<file path="config.mk">
export PLATFORM = sky130hd
export DESIGN_NAME = audio_serial_port
export DESIGN_NICKNAME = d
export VERILOG_FILES = /design/src/rtl/audio_port_pkg.sv /design/src/rtl/audio_bclk_gen.sv /design/src/rtl/audio_mclk_gen.sv /design/src/rtl/audio_serial_port.sv
export VERILOG_INCLUDE_DIRS = /design/src /design/src/rtl
export SDC_FILE = /design/constraint.sdc
export NUM_CORES = 1
export LEC_CHECK = 0
export ABC_CLOCK_PERIOD_IN_PS = 16300
export BUFFER_PORTS_ARGS = -buffer_cell sky130_fd_sc_hd__buf_2
export CORE_MARGIN = 8
export CORE_UTILIZATION = 54
export CTS_CLUSTER_DIAMETER = 40
export CTS_CLUSTER_SIZE = 24
export DETAILED_ROUTE_END_ITERATION = 12
export MAX_ROUTING_LAYER = met4
export PLACE_DENSITY = 0.76
export SYNTH_ARGS = -nofsm -noshare
export SYNTH_HDL_FRONTEND = slang
export SYNTH_HIERARCHICAL = 1
export SYNTH_SLANG_ARGS = --single-unit
</file>
<file path="constraint.sdc">
create_clock -name ref_clk_in -period 16.3 [get_ports ref_clk_in]
set_input_delay 0.815 -clock ref_clk_in [delete_from_list [all_inputs] [get_ports ref_clk_in]]
set_output_delay 0.815 -clock ref_clk_in [all_outputs]
set_load 0.1 [all_outputs]
</file>
<file path="src/rtl/audio_port_regs.svh">
`ifndef AUDIO_PORT_REGS_SVH
`define AUDIO_PORT_REGS_SVH

// Register offsets
`define AP_CTRL_OFS 8'h00
`define AP_CLKDIV_OFS 8'h04
`define AP_STAT_OFS 8'h10

// Reset values
`define AP_CTRL_RST 8'h00
`define AP_BDIV_RST 8'h00
`define AP_MDIV_RST 3'h0

// Control field positions
`define AP_FMT_BIT 7
`define AP_MONO_BIT 6
`define AP_WID_HI 5
`define AP_WID_LO 4
`define AP_MUTE_BIT 3
`define AP_RECEIVE_ENABLE_BIT_BIT 2
`define AP_TRANSMIT_ENABLE_BIT_BIT 1
`define AP_PEN_BIT 0

// Clock divider field positions
`define AP_BDIV_HI 15
`define AP_BDIV_LO 8
`define AP_MDIV_HI 2
`define AP_MDIV_LO 0

`endif

</file>
<file path="src/rtl/audio_port_pkg.sv">
package audio_port_pkg;

    // Sample width codes
    typedef enum logic [1:0] {
        WID_8 = 2'h0,
        WID_16 = 2'h1,
        WID_24 = 2'h2,
        WID_32 = 2'h3
    } width_t;

    // Link sequencer states
    typedef enum logic {
        ST_IDLE = 1'h0,
        ST_RUN = 1'h1
    } link_state_t;

endpackage

</file>
<file path="src/rtl/audio_bclk_gen.sv">
`timescale 1ns/1ps
module audio_bclk_gen (
    // Clock and reset
    input logic clk_in,
    input logic rst_n_in,
    // Control
    input logic run_in,
    input logic [7:0] div_in,
    // Bit clock and its edge pulses
    output logic bclk_out,
    output logic rise_en_out,
    output logic fall_en_out
);
    logic [7:0] cnt_r, cnt_nxt;
    logic bclk_r, bclk_nxt;
    logic rise_r, rise_nxt;
    logic fall_r, fall_nxt;
    logic [7:0] ph_r, ph_nxt;

    // Each phase lasts div+1 cycles, so a period is 2*(div+1)
    always_comb begin
        cnt_nxt = cnt_r + 8'h01;
        bclk_nxt = bclk_r;
        rise_nxt = 1'b0;
        fall_nxt = 1'b0;
        ph_nxt = ph_r + 8'h01;
        if (!run_in) begin
            cnt_nxt = 8'h00;
            bclk_nxt = 1'b0;
            ph_nxt = 8'h00;
        end else if (cnt_r >= div_in) begin
            cnt_nxt = 8'h00;
            bclk_nxt = ~bclk_r;
            rise_nxt = ~bclk_r;
            fall_nxt = bclk_r;
            ph_nxt = 8'h00;
        end
    end

    always_ff @(posedge clk_in or negedge rst_n_in) begin
        if (!rst_n_in) begin
            cnt_r <= 8'h00;
            bclk_r <= 1'b0;
            rise_r <= 1'b0;
            fall_r <= 1'b0;
            ph_r <= 8'h00;
        end else begin
            cnt_r <= cnt_nxt;
            bclk_r <= bclk_nxt;
            rise_r <= rise_nxt;
            fall_r <= fall_nxt;
            ph_r <= ph_nxt;
        end
    end

    assign bclk_out = bclk_r;
    assign rise_en_out = rise_r;
    assign fall_en_out = fall_r;

    AST_BCLK_PHASE: assert property (@(posedge clk_in) disable iff (!rst_n_in)
        run_in && $past(run_in) && $stable(div_in) && $changed(bclk_r) |-> $past(ph_r) == div_in)
        else $error("Bit clock phase length wrong");

endmodule // audio_bclk_gen

</file>
<file path="src/rtl/audio_mclk_gen.sv">
`timescale 1ns/1ps
module audio_mclk_gen (
    // Clock and reset
    input logic clk_in,
    input logic rst_n_in,
    // Control
    input logic run_in,
    input logic [2:0] div_in,
    // Master clock
    output logic mclk_out
);
    logic [2:0] cnt_r, cnt_nxt;
    logic mclk_r, mclk_nxt;
    logic pass_r, pass_nxt;

    // Toggle every N cycles for a 2N divide; zero selects pass-through
    always_comb begin
        cnt_nxt = cnt_r + 3'h1;
        mclk_nxt = mclk_r;
        pass_nxt = run_in && (div_in == 3'h0);
        if (!run_in || div_in == 3'h0) begin
            cnt_nxt = 3'h0;
            mclk_nxt = 1'b0;
        end else if (cnt_r >= div_in - 3'h1) begin
            cnt_nxt = 3'h0;
            mclk_nxt = ~mclk_r;
        end
    end

    always_ff @(posedge clk_in or negedge rst_n_in) begin
        if (!rst_n_in) begin
            cnt_r <= 3'h0;
            mclk_r <= 1'b0;
            pass_r <= 1'b0;
        end else begin
            cnt_r <= cnt_nxt;
            mclk_r <= mclk_nxt;
            pass_r <= pass_nxt;
        end
    end

    // Pass-through cannot come from a flop; the select itself is registered
    assign mclk_out = pass_r ? clk_in : mclk_r;

    AST_MCLK_PASS: assert property (@(posedge clk_in) disable iff (!rst_n_in)
        run_in && div_in == 3'h0 |=> pass_r)
        else $error("Master clock not passed through");
    AST_MCLK_DIV4: assert property (@(posedge clk_in) disable iff (!rst_n_in)
        run_in && div_in == 3'h2 && $past(div_in) == 3'h2 && $changed(mclk_r) && $past(run_in)
        |=> $stable(mclk_r) ##1 ($changed(mclk_r) || !run_in || div_in != 3'h2))
        else $error("Master clock divide by four wrong");

endmodule // audio_mclk_gen

</file>
<file path="src/rtl/audio_serial_port.sv">
`timescale 1ns/1ps
`include "audio_port_regs.svh"

// How it works
// - Format bit one selects MSB-justified framing
// - Format bit zero selects standard I2S framing
// - Mono bit selects mono or stereo packing
// - Width code picks 8/16/24/32 bit samples
// - Mute sends zeros instead of stream words
// - Receive enable gates incoming sample capture
// - Transmit enable gates outgoing sample data
// - Port enable switches clocks and link on/off; holding register still takes one word
// - Divider register at 0x04, resets zero
// - Bit clock is input over 2*(div+1)
// - Master divide zero passes, else 2N
module audio_serial_port #(
    parameter int ADDR_W = 8
) (
    // Clock and reset
    input logic ref_clk_in,
    input logic rstn_in,
    // Register port
    input logic [ADDR_W-1:0] addr_in,
    input logic [31:0] wdata_in,
    input logic wr_in,
    input logic rd_in,
    output logic [31:0] rdata_out,
    // Transmit stream
    input logic [31:0] tx_data_in,
    input logic tx_valid_in,
    output logic tx_ready_out,
    // Receive stream
    output logic [31:0] rx_data_out,
    output logic rx_valid_out,
    output logic rx_right_out,
    // Serial link to codec
    output logic bclk_out,
    output logic fs_out,
    output logic sdo_out,
    input logic sdi_in,
    output logic mclk_out
);
    // Reset release and input synchronisers
    logic [1:0] rst_sync_r;
    logic rst_n;
    logic sdi_meta_r, sdi_sync_r;

    always_ff @(posedge ref_clk_in or negedge rstn_in) begin
        if (!rstn_in) begin
            rst_sync_r <= 2'h0;
        end else begin
            rst_sync_r <= {rst_sync_r[0], 1'b1};
        end
    end
    assign rst_n = rst_sync_r[1];

    always_ff @(posedge ref_clk_in or negedge rst_n) begin
        if (!rst_n) begin
            sdi_meta_r <= 1'b0;
            sdi_sync_r <= 1'b0;
        end else begin
            sdi_meta_r <= sdi_in;
            sdi_sync_r <= sdi_meta_r;
        end
    end

    // Address match, shared by writes and reads
    function automatic logic hit(input logic [ADDR_W-1:0] a, input logic [7:0] ofs);
        hit = (a == ADDR_W'(ofs));
    endfunction

    // Sample width in bits
    function automatic logic [5:0] width_bits(input audio_port_pkg::width_t w);
        case (w)
            audio_port_pkg::WID_8: width_bits = 6'h08;
            audio_port_pkg::WID_16: width_bits = 6'h10;
            audio_port_pkg::WID_24: width_bits = 6'h18;
            default: width_bits = 6'h20;
        endcase
    endfunction

    // Register state
    logic [7:0] ctrl_r, ctrl_nxt;
    logic [7:0] bdiv_r, bdiv_nxt;
    logic [2:0] mdiv_r, mdiv_nxt;
    logic [31:0] rdata_r, rdata_nxt;

    // Link state
    audio_port_pkg::link_state_t st_r, st_nxt;
    logic [5:0] bit_r, bit_nxt;
    logic ch_r, ch_nxt;
    logic fs_r, fs_nxt;
    logic sdo_r, sdo_nxt;
    logic [31:0] tx_sh_r, tx_sh_nxt;
    logic [31:0] mono_r, mono_nxt;
    logic [31:0] hold_r, hold_nxt;
    logic full_r, full_nxt;
    logic ready_r, ready_nxt;
    logic [31:0] rx_sh_r, rx_sh_nxt;
    logic [31:0] rxd_r, rxd_nxt;
    logic rxv_r, rxv_nxt;
    logic rxr_r, rxr_nxt;

    // Decoded control fields
    logic port_en, tx_on, rx_on, msb_just, mono, mute;
    audio_port_pkg::width_t wsel;
    logic [5:0] wbits, wlast;
    logic [31:0] wmask;
    logic rise_en, fall_en, bclk;

    assign port_en = ctrl_r[`AP_PEN_BIT];
    assign tx_on = port_en && ctrl_r[`AP_TRANSMIT_ENABLE_BIT_BIT];
    assign rx_on = port_en && ctrl_r[`AP_RECEIVE_ENABLE_BIT_BIT];
    assign msb_just = ctrl_r[`AP_FMT_BIT];
    assign mono = ctrl_r[`AP_MONO_BIT];
    assign mute = ctrl_r[`AP_MUTE_BIT];
    assign wsel = audio_port_pkg::width_t'(ctrl_r[`AP_WID_HI:`AP_WID_LO]);
    assign wbits = width_bits(wsel);
    assign wlast = wbits - 6'h01;
    assign wmask = ~(32'hFFFF_FFFF << wbits);

    // Register writes and one-cycle read data; unmapped reads give zero
    always_comb begin
        ctrl_nxt = ctrl_r;
        bdiv_nxt = bdiv_r;
        mdiv_nxt = mdiv_r;
        rdata_nxt = 32'h0000_0000;
        if (wr_in && hit(addr_in, `AP_CTRL_OFS)) begin
            ctrl_nxt = wdata_in[7:0];
        end
        if (wr_in && hit(addr_in, `AP_CLKDIV_OFS)) begin
            bdiv_nxt = wdata_in[`AP_BDIV_HI:`AP_BDIV_LO];
            mdiv_nxt = wdata_in[`AP_MDIV_HI:`AP_MDIV_LO];
        end
        if (rd_in && hit(addr_in, `AP_CTRL_OFS)) begin
            rdata_nxt = {24'h00_0000, ctrl_r};
        end else if (rd_in && hit(addr_in, `AP_CLKDIV_OFS)) begin
            rdata_nxt = {16'h0000, bdiv_r, 5'h00, mdiv_r};
        end else if (rd_in && hit(addr_in, `AP_STAT_OFS)) begin
            rdata_nxt = {20'h0_0000, full_r, st_r == audio_port_pkg::ST_RUN, fs_r, ch_r, 2'h0, bit_r};
        end
    end

    always_ff @(posedge ref_clk_in or negedge rst_n) begin
        if (!rst_n) begin
            ctrl_r <= `AP_CTRL_RST;
            bdiv_r <= `AP_BDIV_RST;
            mdiv_r <= `AP_MDIV_RST;
            rdata_r <= 32'h0000_0000;
        end else begin
            ctrl_r <= ctrl_nxt;
            bdiv_r <= bdiv_nxt;
            mdiv_r <= mdiv_nxt;
            rdata_r <= rdata_nxt;
        end
    end

    // Clock generators run only while the port is enabled
    audio_bclk_gen u_bclk (
        .clk_in(ref_clk_in),
        .rst_n_in(rst_n),
        .run_in(port_en),
        .div_in(bdiv_r),
        .bclk_out(bclk),
        .rise_en_out(rise_en),
        .fall_en_out(fall_en)
    );

    audio_mclk_gen u_mclk (
        .clk_in(ref_clk_in),
        .rst_n_in(rst_n),
        .run_in(port_en),
        .div_in(mdiv_r),
        .mclk_out(mclk_out)
    );

    // Frame position helpers
    logic last_bit, adv_ch, load_ev, rx_done;
    logic [5:0] adv_bit;
    logic [31:0] load_word, rx_word;

    assign last_bit = bit_r >= wlast; // Width shrunk mid-slot also ends it
    assign adv_bit = last_bit ? 6'h00 : bit_r + 6'h01;
    assign adv_ch = last_bit ? ~ch_r : ch_r;
    assign load_ev = (st_r == audio_port_pkg::ST_RUN) && port_en && fall_en && (adv_bit == 6'h00);
    assign rx_word = {rx_sh_r[30:0], sdi_sync_r} & wmask;
    assign rx_done = rise_en && rx_on && last_bit && !(mono && ch_r);

    // Word to shift at the start of a slot; words are MSB aligned for shifting
    always_comb begin
        load_word = 32'h0000_0000;
        if (!tx_on || mute) begin
            load_word = 32'h0000_0000;
        end else if (mono && adv_ch) begin
            load_word = mono_r;
        end else if (full_r) begin
            load_word = hold_r << (6'h20 - wbits);
        end
    end

    // Sequencer: bits change on bit clock falls, sampled on rises
    always_comb begin
        st_nxt = st_r;
        bit_nxt = bit_r;
        ch_nxt = ch_r;
        fs_nxt = fs_r;
        sdo_nxt = sdo_r;
        tx_sh_nxt = tx_sh_r;
        mono_nxt = mono_r;
        hold_nxt = hold_r;
        full_nxt = full_r;
        rx_sh_nxt = rx_sh_r;
        rxd_nxt = rxd_r;
        rxv_nxt = 1'b0;
        rxr_nxt = rxr_r;
        if (tx_valid_in && ready_r) begin
            hold_nxt = tx_data_in;
            full_nxt = 1'b1;
        end
        case (st_r)
            audio_port_pkg::ST_IDLE: begin
                bit_nxt = wlast; // First fall lands on left bit 0
                ch_nxt = 1'b1;
                fs_nxt = 1'b0;
                sdo_nxt = 1'b0;
                if (port_en) begin
                    st_nxt = audio_port_pkg::ST_RUN;
                end
            end
            audio_port_pkg::ST_RUN: begin
                if (!port_en) begin
                    st_nxt = audio_port_pkg::ST_IDLE;
                end else begin
                    if (rise_en && rx_on) begin
                        rx_sh_nxt = {rx_sh_r[30:0], sdi_sync_r};
                    end
                    if (rx_done) begin
                        rxd_nxt = rx_word;
                        rxv_nxt = 1'b1;
                        rxr_nxt = ch_r;
                    end
                    if (fall_en) begin
                        bit_nxt = adv_bit;
                        ch_nxt = adv_ch;
                        if (msb_just) begin
                            fs_nxt = adv_ch;
                        end else begin
                            fs_nxt = (adv_bit >= wlast) ? ~adv_ch : adv_ch;
                        end
                        if (adv_bit == 6'h00) begin
                            sdo_nxt = load_word[31];
                            tx_sh_nxt = {load_word[30:0], 1'b0};
                            if (tx_on && !mute && !(mono && adv_ch) && full_r) begin
                                full_nxt = 1'b0;
                                mono_nxt = load_word;
                            end
                        end else begin
                            sdo_nxt = tx_sh_r[31];
                            tx_sh_nxt = {tx_sh_r[30:0], 1'b0};
                        end
                    end
                end
            end
            default: begin
                st_nxt = audio_port_pkg::ST_IDLE;
            end
        endcase
        ready_nxt = !full_nxt; // Single holding word back-pressures the source
    end

    always_ff @(posedge ref_clk_in or negedge rst_n) begin
        if (!rst_n) begin
            st_r <= audio_port_pkg::ST_IDLE;
            bit_r <= 6'h00;
            ch_r <= 1'b0;
            fs_r <= 1'b0;
            sdo_r <= 1'b0;
            tx_sh_r <= 32'h0000_0000;
            mono_r <= 32'h0000_0000;
            hold_r <= 32'h0000_0000;
            full_r <= 1'b0;
            ready_r <= 1'b0;
            rx_sh_r <= 32'h0000_0000;
            rxd_r <= 32'h0000_0000;
            rxv_r <= 1'b0;
            rxr_r <= 1'b0;
        end else begin
            st_r <= st_nxt;
            bit_r <= bit_nxt;
            ch_r <= ch_nxt;
            fs_r <= fs_nxt;
            sdo_r <= sdo_nxt;
            tx_sh_r <= tx_sh_nxt;
            mono_r <= mono_nxt;
            hold_r <= hold_nxt;
            full_r <= full_nxt;
            ready_r <= ready_nxt;
            rx_sh_r <= rx_sh_nxt;
            rxd_r <= rxd_nxt;
            rxv_r <= rxv_nxt;
            rxr_r <= rxr_nxt;
        end
    end

    // Outputs straight from flops
    assign rdata_out = rdata_r;
    assign tx_ready_out = ready_r;
    assign rx_data_out = rxd_r;
    assign rx_valid_out = rxv_r;
    assign rx_right_out = rxr_r;
    assign bclk_out = bclk;
    assign fs_out = fs_r;
    assign sdo_out = sdo_r;

    // Checks
    AST_MSB_FS: assert property (@(posedge ref_clk_in) disable iff (!rst_n)
        st_r == audio_port_pkg::ST_RUN && port_en && fall_en && msb_just |=> fs_r == ch_r)
        else $error("MSB justified frame sync not aligned to slot");
    AST_I2S_FS: assert property (@(posedge ref_clk_in) disable iff (!rst_n)
        load_ev && !msb_just && $stable(ctrl_r) && bit_r != 6'h00 |-> fs_r == adv_ch)
        else $error("I2S frame sync does not lead slot by one bit");
    AST_MONO_RX: assert property (@(posedge ref_clk_in) disable iff (!rst_n)
        $rose(rxv_r) && $past(mono) |-> !rxr_r)
        else $error("Right word received in mono mode");
    AST_RX_WIDTH: assert property (@(posedge ref_clk_in) disable iff (!rst_n)
        rx_done && $stable(ctrl_r) |=> rxv_r && (rxd_r & ~$past(wmask)) == 32'h0000_0000)
        else $error("Received word wider than selected width");
    AST_MUTE: assert property (@(posedge ref_clk_in) disable iff (!rst_n)
        load_ev && mute |=> !sdo_r && tx_sh_r == 32'h0000_0000)
        else $error("Muted slot carries data");
    AST_RX_OFF: assert property (@(posedge ref_clk_in) disable iff (!rst_n)
        !rx_on |=> !rxv_r)
        else $error("Word received while receive disabled");
    AST_TX_OFF: assert property (@(posedge ref_clk_in) disable iff (!rst_n)
        load_ev && !tx_on && full_r |=> !sdo_r && full_r)
        else $error("Word sent while transmit disabled");
    AST_PORT_OFF: assert property (@(posedge ref_clk_in) disable iff (!rst_n)
        !port_en [*2] |=> !sdo_r && !fs_r && !bclk && st_r == audio_port_pkg::ST_IDLE)
        else $error("Link active while port disabled");
    AST_DIV_READ: assert property (@(posedge ref_clk_in) disable iff (!rst_n)
        rd_in && hit(addr_in, `AP_CLKDIV_OFS) |=> rdata_r == {16'h0000, $past(bdiv_r), 5'h00, $past(mdiv_r)})
        else $error("Divider register read wrong");
    AST_IDLE_PATHS: assert property (@(posedge ref_clk_in) disable iff (!rst_n)
        !port_en && (ctrl_r[`AP_TRANSMIT_ENABLE_BIT_BIT] || ctrl_r[`AP_RECEIVE_ENABLE_BIT_BIT]) |=> !rxv_r && !$rose(rxv_r))
        else $error("Path active with port disabled");

endmodule // audio_serial_port

</file>
==> impl_results.md <==
- Top-count cell post-synth: dfrtp_1
- Max VDD drop: 0.104 mV
- Status: finished, final reports clean
- Pin count of the biggest net entering global routing: 174
- Average size of a mapped cell: 10.6 um2
- Fillcell total: 1610
- DRC: 0
- Routability-driven placement congestion ratio: 0.813
- Drt wl/cell: 17.3 um
- WL final: 24900 um
- Mux cell area share after synthesis: 14.7%
- RSZ-0062 raised after global routing: no
- Register area: 5680 um2
- Area contributors post-synth: dfrtp_1 (51%), mux2_2 (11%), nand2_1 (5.5%), mux2i_1 (4.0%), nand3_1 (3.1%)
- Layout Cells excl Fill: 1440
- Slew HR: 18.4%
- Most used DFF post-synth: dfrtp_1
- Core area: 20200 um2
- Post-Route M1 WL: 11000 um
- Largest family of logic cells by synthesized area: simple AND/OR/NAND/NOR gates
- Max FO, Critical Path: 2
- Post-CTS Resized: 0
- Skew final: 0.0117 ns
- Arr. time, crit path: 8.94 ns
- Synth Instances: 1044
- Diode count: 0
- Synth area leader: dfrtp_1
- Xor and xnor fraction of the mapped netlist area: 1.19%
- Leakage: 6.43 nW
- Synth unique cells: 62
- Die width: 159 um
- Slew Limit Fails: 0
- Met2 wire len: 11800 um
- Crit-path slowest cell: buf_2
- Cell count of the worst hold path: 1
- IO Count: 149
- Die height: 159 um
- Placement Rows: 52
- Inst Count DP: 1373
- Adder-cell share of the synthesized area: 3.05%
- Area occupied by multi-input gates: 4820 um2
- Compound-Gate Fraction of Synth Area: 8.64%
- Vias in the first global route: 8164
- Req. time, crit path: 15.49 ns
- Critical R2R Launch: ctrl_r[5]
- Setup crit start kind: clock port
- Final count of hold timing violations: 0
- Reg2Reg Depth: 11
- Final TNS setup: 0 ns
- Congestion Overflow GR: 0
- Cell Pwr Density: 125 nW/um2
- Worst path max stage delay: 0.29 ns
- Worst path depth: 4
- CP dominant cell by count: clkbuf_16
- CP top delay family: buffers and inverters
- Final setup vio count: 0
- Post-synth EDFFs: 0
- Utilization after layout: 65.0%
- Hold_sp: sdi_in
- Post-synthesis cell area: 11100 um2
- Synth Area in Simple Gates: 15.3%
- Final net count: 1249
- All-Layer GR Usage: 20.5%
- Critical-path cell list: clkbuf_16, clkbuf_16, mux2_2, buf_2
- Hold Path End: sdi_meta_r
- Yosys warns: 6
- Critical path class: clock port to output port
- Seq/Total Area, Yosys: 51.4%
- Yosys reg bits: 227
- Area Overhead vs Synth: 18.6%
- Final hold slack: 0.326 ns
- Full die area: 25300 um2
- DRT antenna net count: 0
- Layout cells sized above 1: 27.0%
- Bufs and invs on worst path: 3
- DR top layer: met4
- Drt first pass iters: 5
- Crit end category: output port
- First-pass GRT wire length: 41600 um
- Hold Crit Class: primary input to flip-flop
- Measured slew at the worst slew-check pin: 1.21 ns
- Drt initial violations: 436
- Post-route cell area: 13100 um2
- Initial Utilization: 54.8%
- Post-DP HPWL: 16100 um
- R2R Setup Slk: 11.90 ns
- Placed inst area: 11700 um2
- Initial antenna violation count: 0
- Met3 WL: 1480 um
- Clk slew on worst S/H paths: 0.06 ns
- Max cap viols: 0
- Hold_buf cts: 1
- # Post-CTS Setup Buffers: 0
- Via count: 7903
- Commonest cells post-synth: dfrtp_1 (227), nand2_1 (161), mux2_2 (105), nand3_1 (69), inv_1 (58)
- Vias/cell: 5.49
- Asr flop ratio synth: 100%
- Port Buffer Count: 116
- R2r endpoint: mono_r[11]
- Post-synth top area share: 51.4%
- Clock Latency Late Sink: 0.62 ns
- CTS tree: done
-- metrics by stage --
| step | power [mW] | worst slack [ns] |
|---|---|---|
| final | 1.64 | 6.55 |
| after CTS | 1.65 | 6.54 |
| after floorplan | 0.752 | 6.86 |
| after detailed placement | 0.790 | 6.81 |
| after global routing | 1.70 | 6.52 |
| after global placement | 0.785 | 6.81 |
-- cells in the final DEF (no fill, tap or decap), types with 6 or more instances in the layout --
| cell | instances |
|---|---|
| buf_2 | 116 |
| o21ai_0 | 28 |
| a22o_1 | 7 |
| inv_1 | 58 |
| mux2i_1 | 44 |
| xor2_1 | 9 |
| o21ai_1 | 27 |
| o211ai_1 | 33 |
| nor3_1 | 15 |
| a21oi_1 | 19 |
| ha_1 | 27 |
| nand2b_1 | 19 |
| dfrtp_1 | 226 |
| mux2_2 | 105 |
| nor2_1 | 11 |
| bufinv_16 | 7 |
| clkinvlp_4 | 6 |
| nand3_1 | 69 |
| nand3b_1 | 8 |
| nand2_1 | 161 |
| and2_1 | 17 |
| xnor2_1 | 6 |
| clkbuf_16 | 40 |
| conb_1 | 17 |
| buf_4 | 8 |
| and3_1 | 13 |
-- worst max path at each step --
stage,slack [ns],endpoint,start
final,6.55,mclk_out,ref_clk_in
after CTS,6.54,mclk_out,ref_clk_in
after detailed placement,6.81,mclk_out,ref_clk_in
after global placement,6.81,mclk_out,ref_clk_in
after floorplan,6.86,mclk_out,ref_clk_in
after global routing,6.52,mclk_out,ref_clk_in
-- logic make-up (layout without fill, tap and decap cells) --
logic type                 after synthesis  in the layout
xor gates and xnor gates                15             15
DFF                                    227            227
other                                    2             17
muxes                                  149            149
buffers and inverters                  139            250
adders and majority gates               27             27
and+or+nand+nor                        345            345
AOI/OAI and AO/OA                      140            140
-- worst register-to-register path, cell delays in order (launching register included) --
cell and delay, ns:
dfrtp_1 0.47, ha_1 0.43, inv_1 0.08, ha_1 0.40, ha_1 0.37, nand2_1 0.10, a211o_1 0.29, nand3_1 0.11
nand3_2 0.76, or3b_2 0.49, buf_4 0.49, mux2i_1 0.31
-- final cells by class --
cell class	count	share of cell area [%]
multi-input combinational	693	36.7
inverter	58	1.66
clock buffer	44	7.91
tap	270	2.58
sequential	227	43.3
clock inverter	23	2.71
timing repair buffer	125	5.07
-- power breakdown --
group | total, mW | switching [mW] | leakage [nW] | internal [mW]
combinational | 0.140 | 0.0832 | 2.87 | 0.0564
sequential | 0.641 | 0.0400 | 2.89 | 0.601
clock | 0.857 | 0.285 | 0.669 | 0.573
total | 1.64 | 0.408 | 6.43 | 1.23
-- per-layer routing --
metal	GRT usage (%)	vias up
met2	32.0	240
li1	-	3779
met4	8.10	0
met1	25.0	3831
met3	5.48	53
met5	-	-
-- sequential cells by signal (all words and copies together), names as in the netlist, 2 cells and up --
name	count
ctrl_r	8
rx_sh_r	31
mdiv_r	3
hold_r	32
mono_r	32
rdata_out	16
bit_r	6
u_mclk/cnt_r	3
tx_sh_r	31
u_bclk/cnt_r	8
rx_data_out	32
rst_sync_r	2
bdiv_r	8
Power figures use the tool's default switching activity.
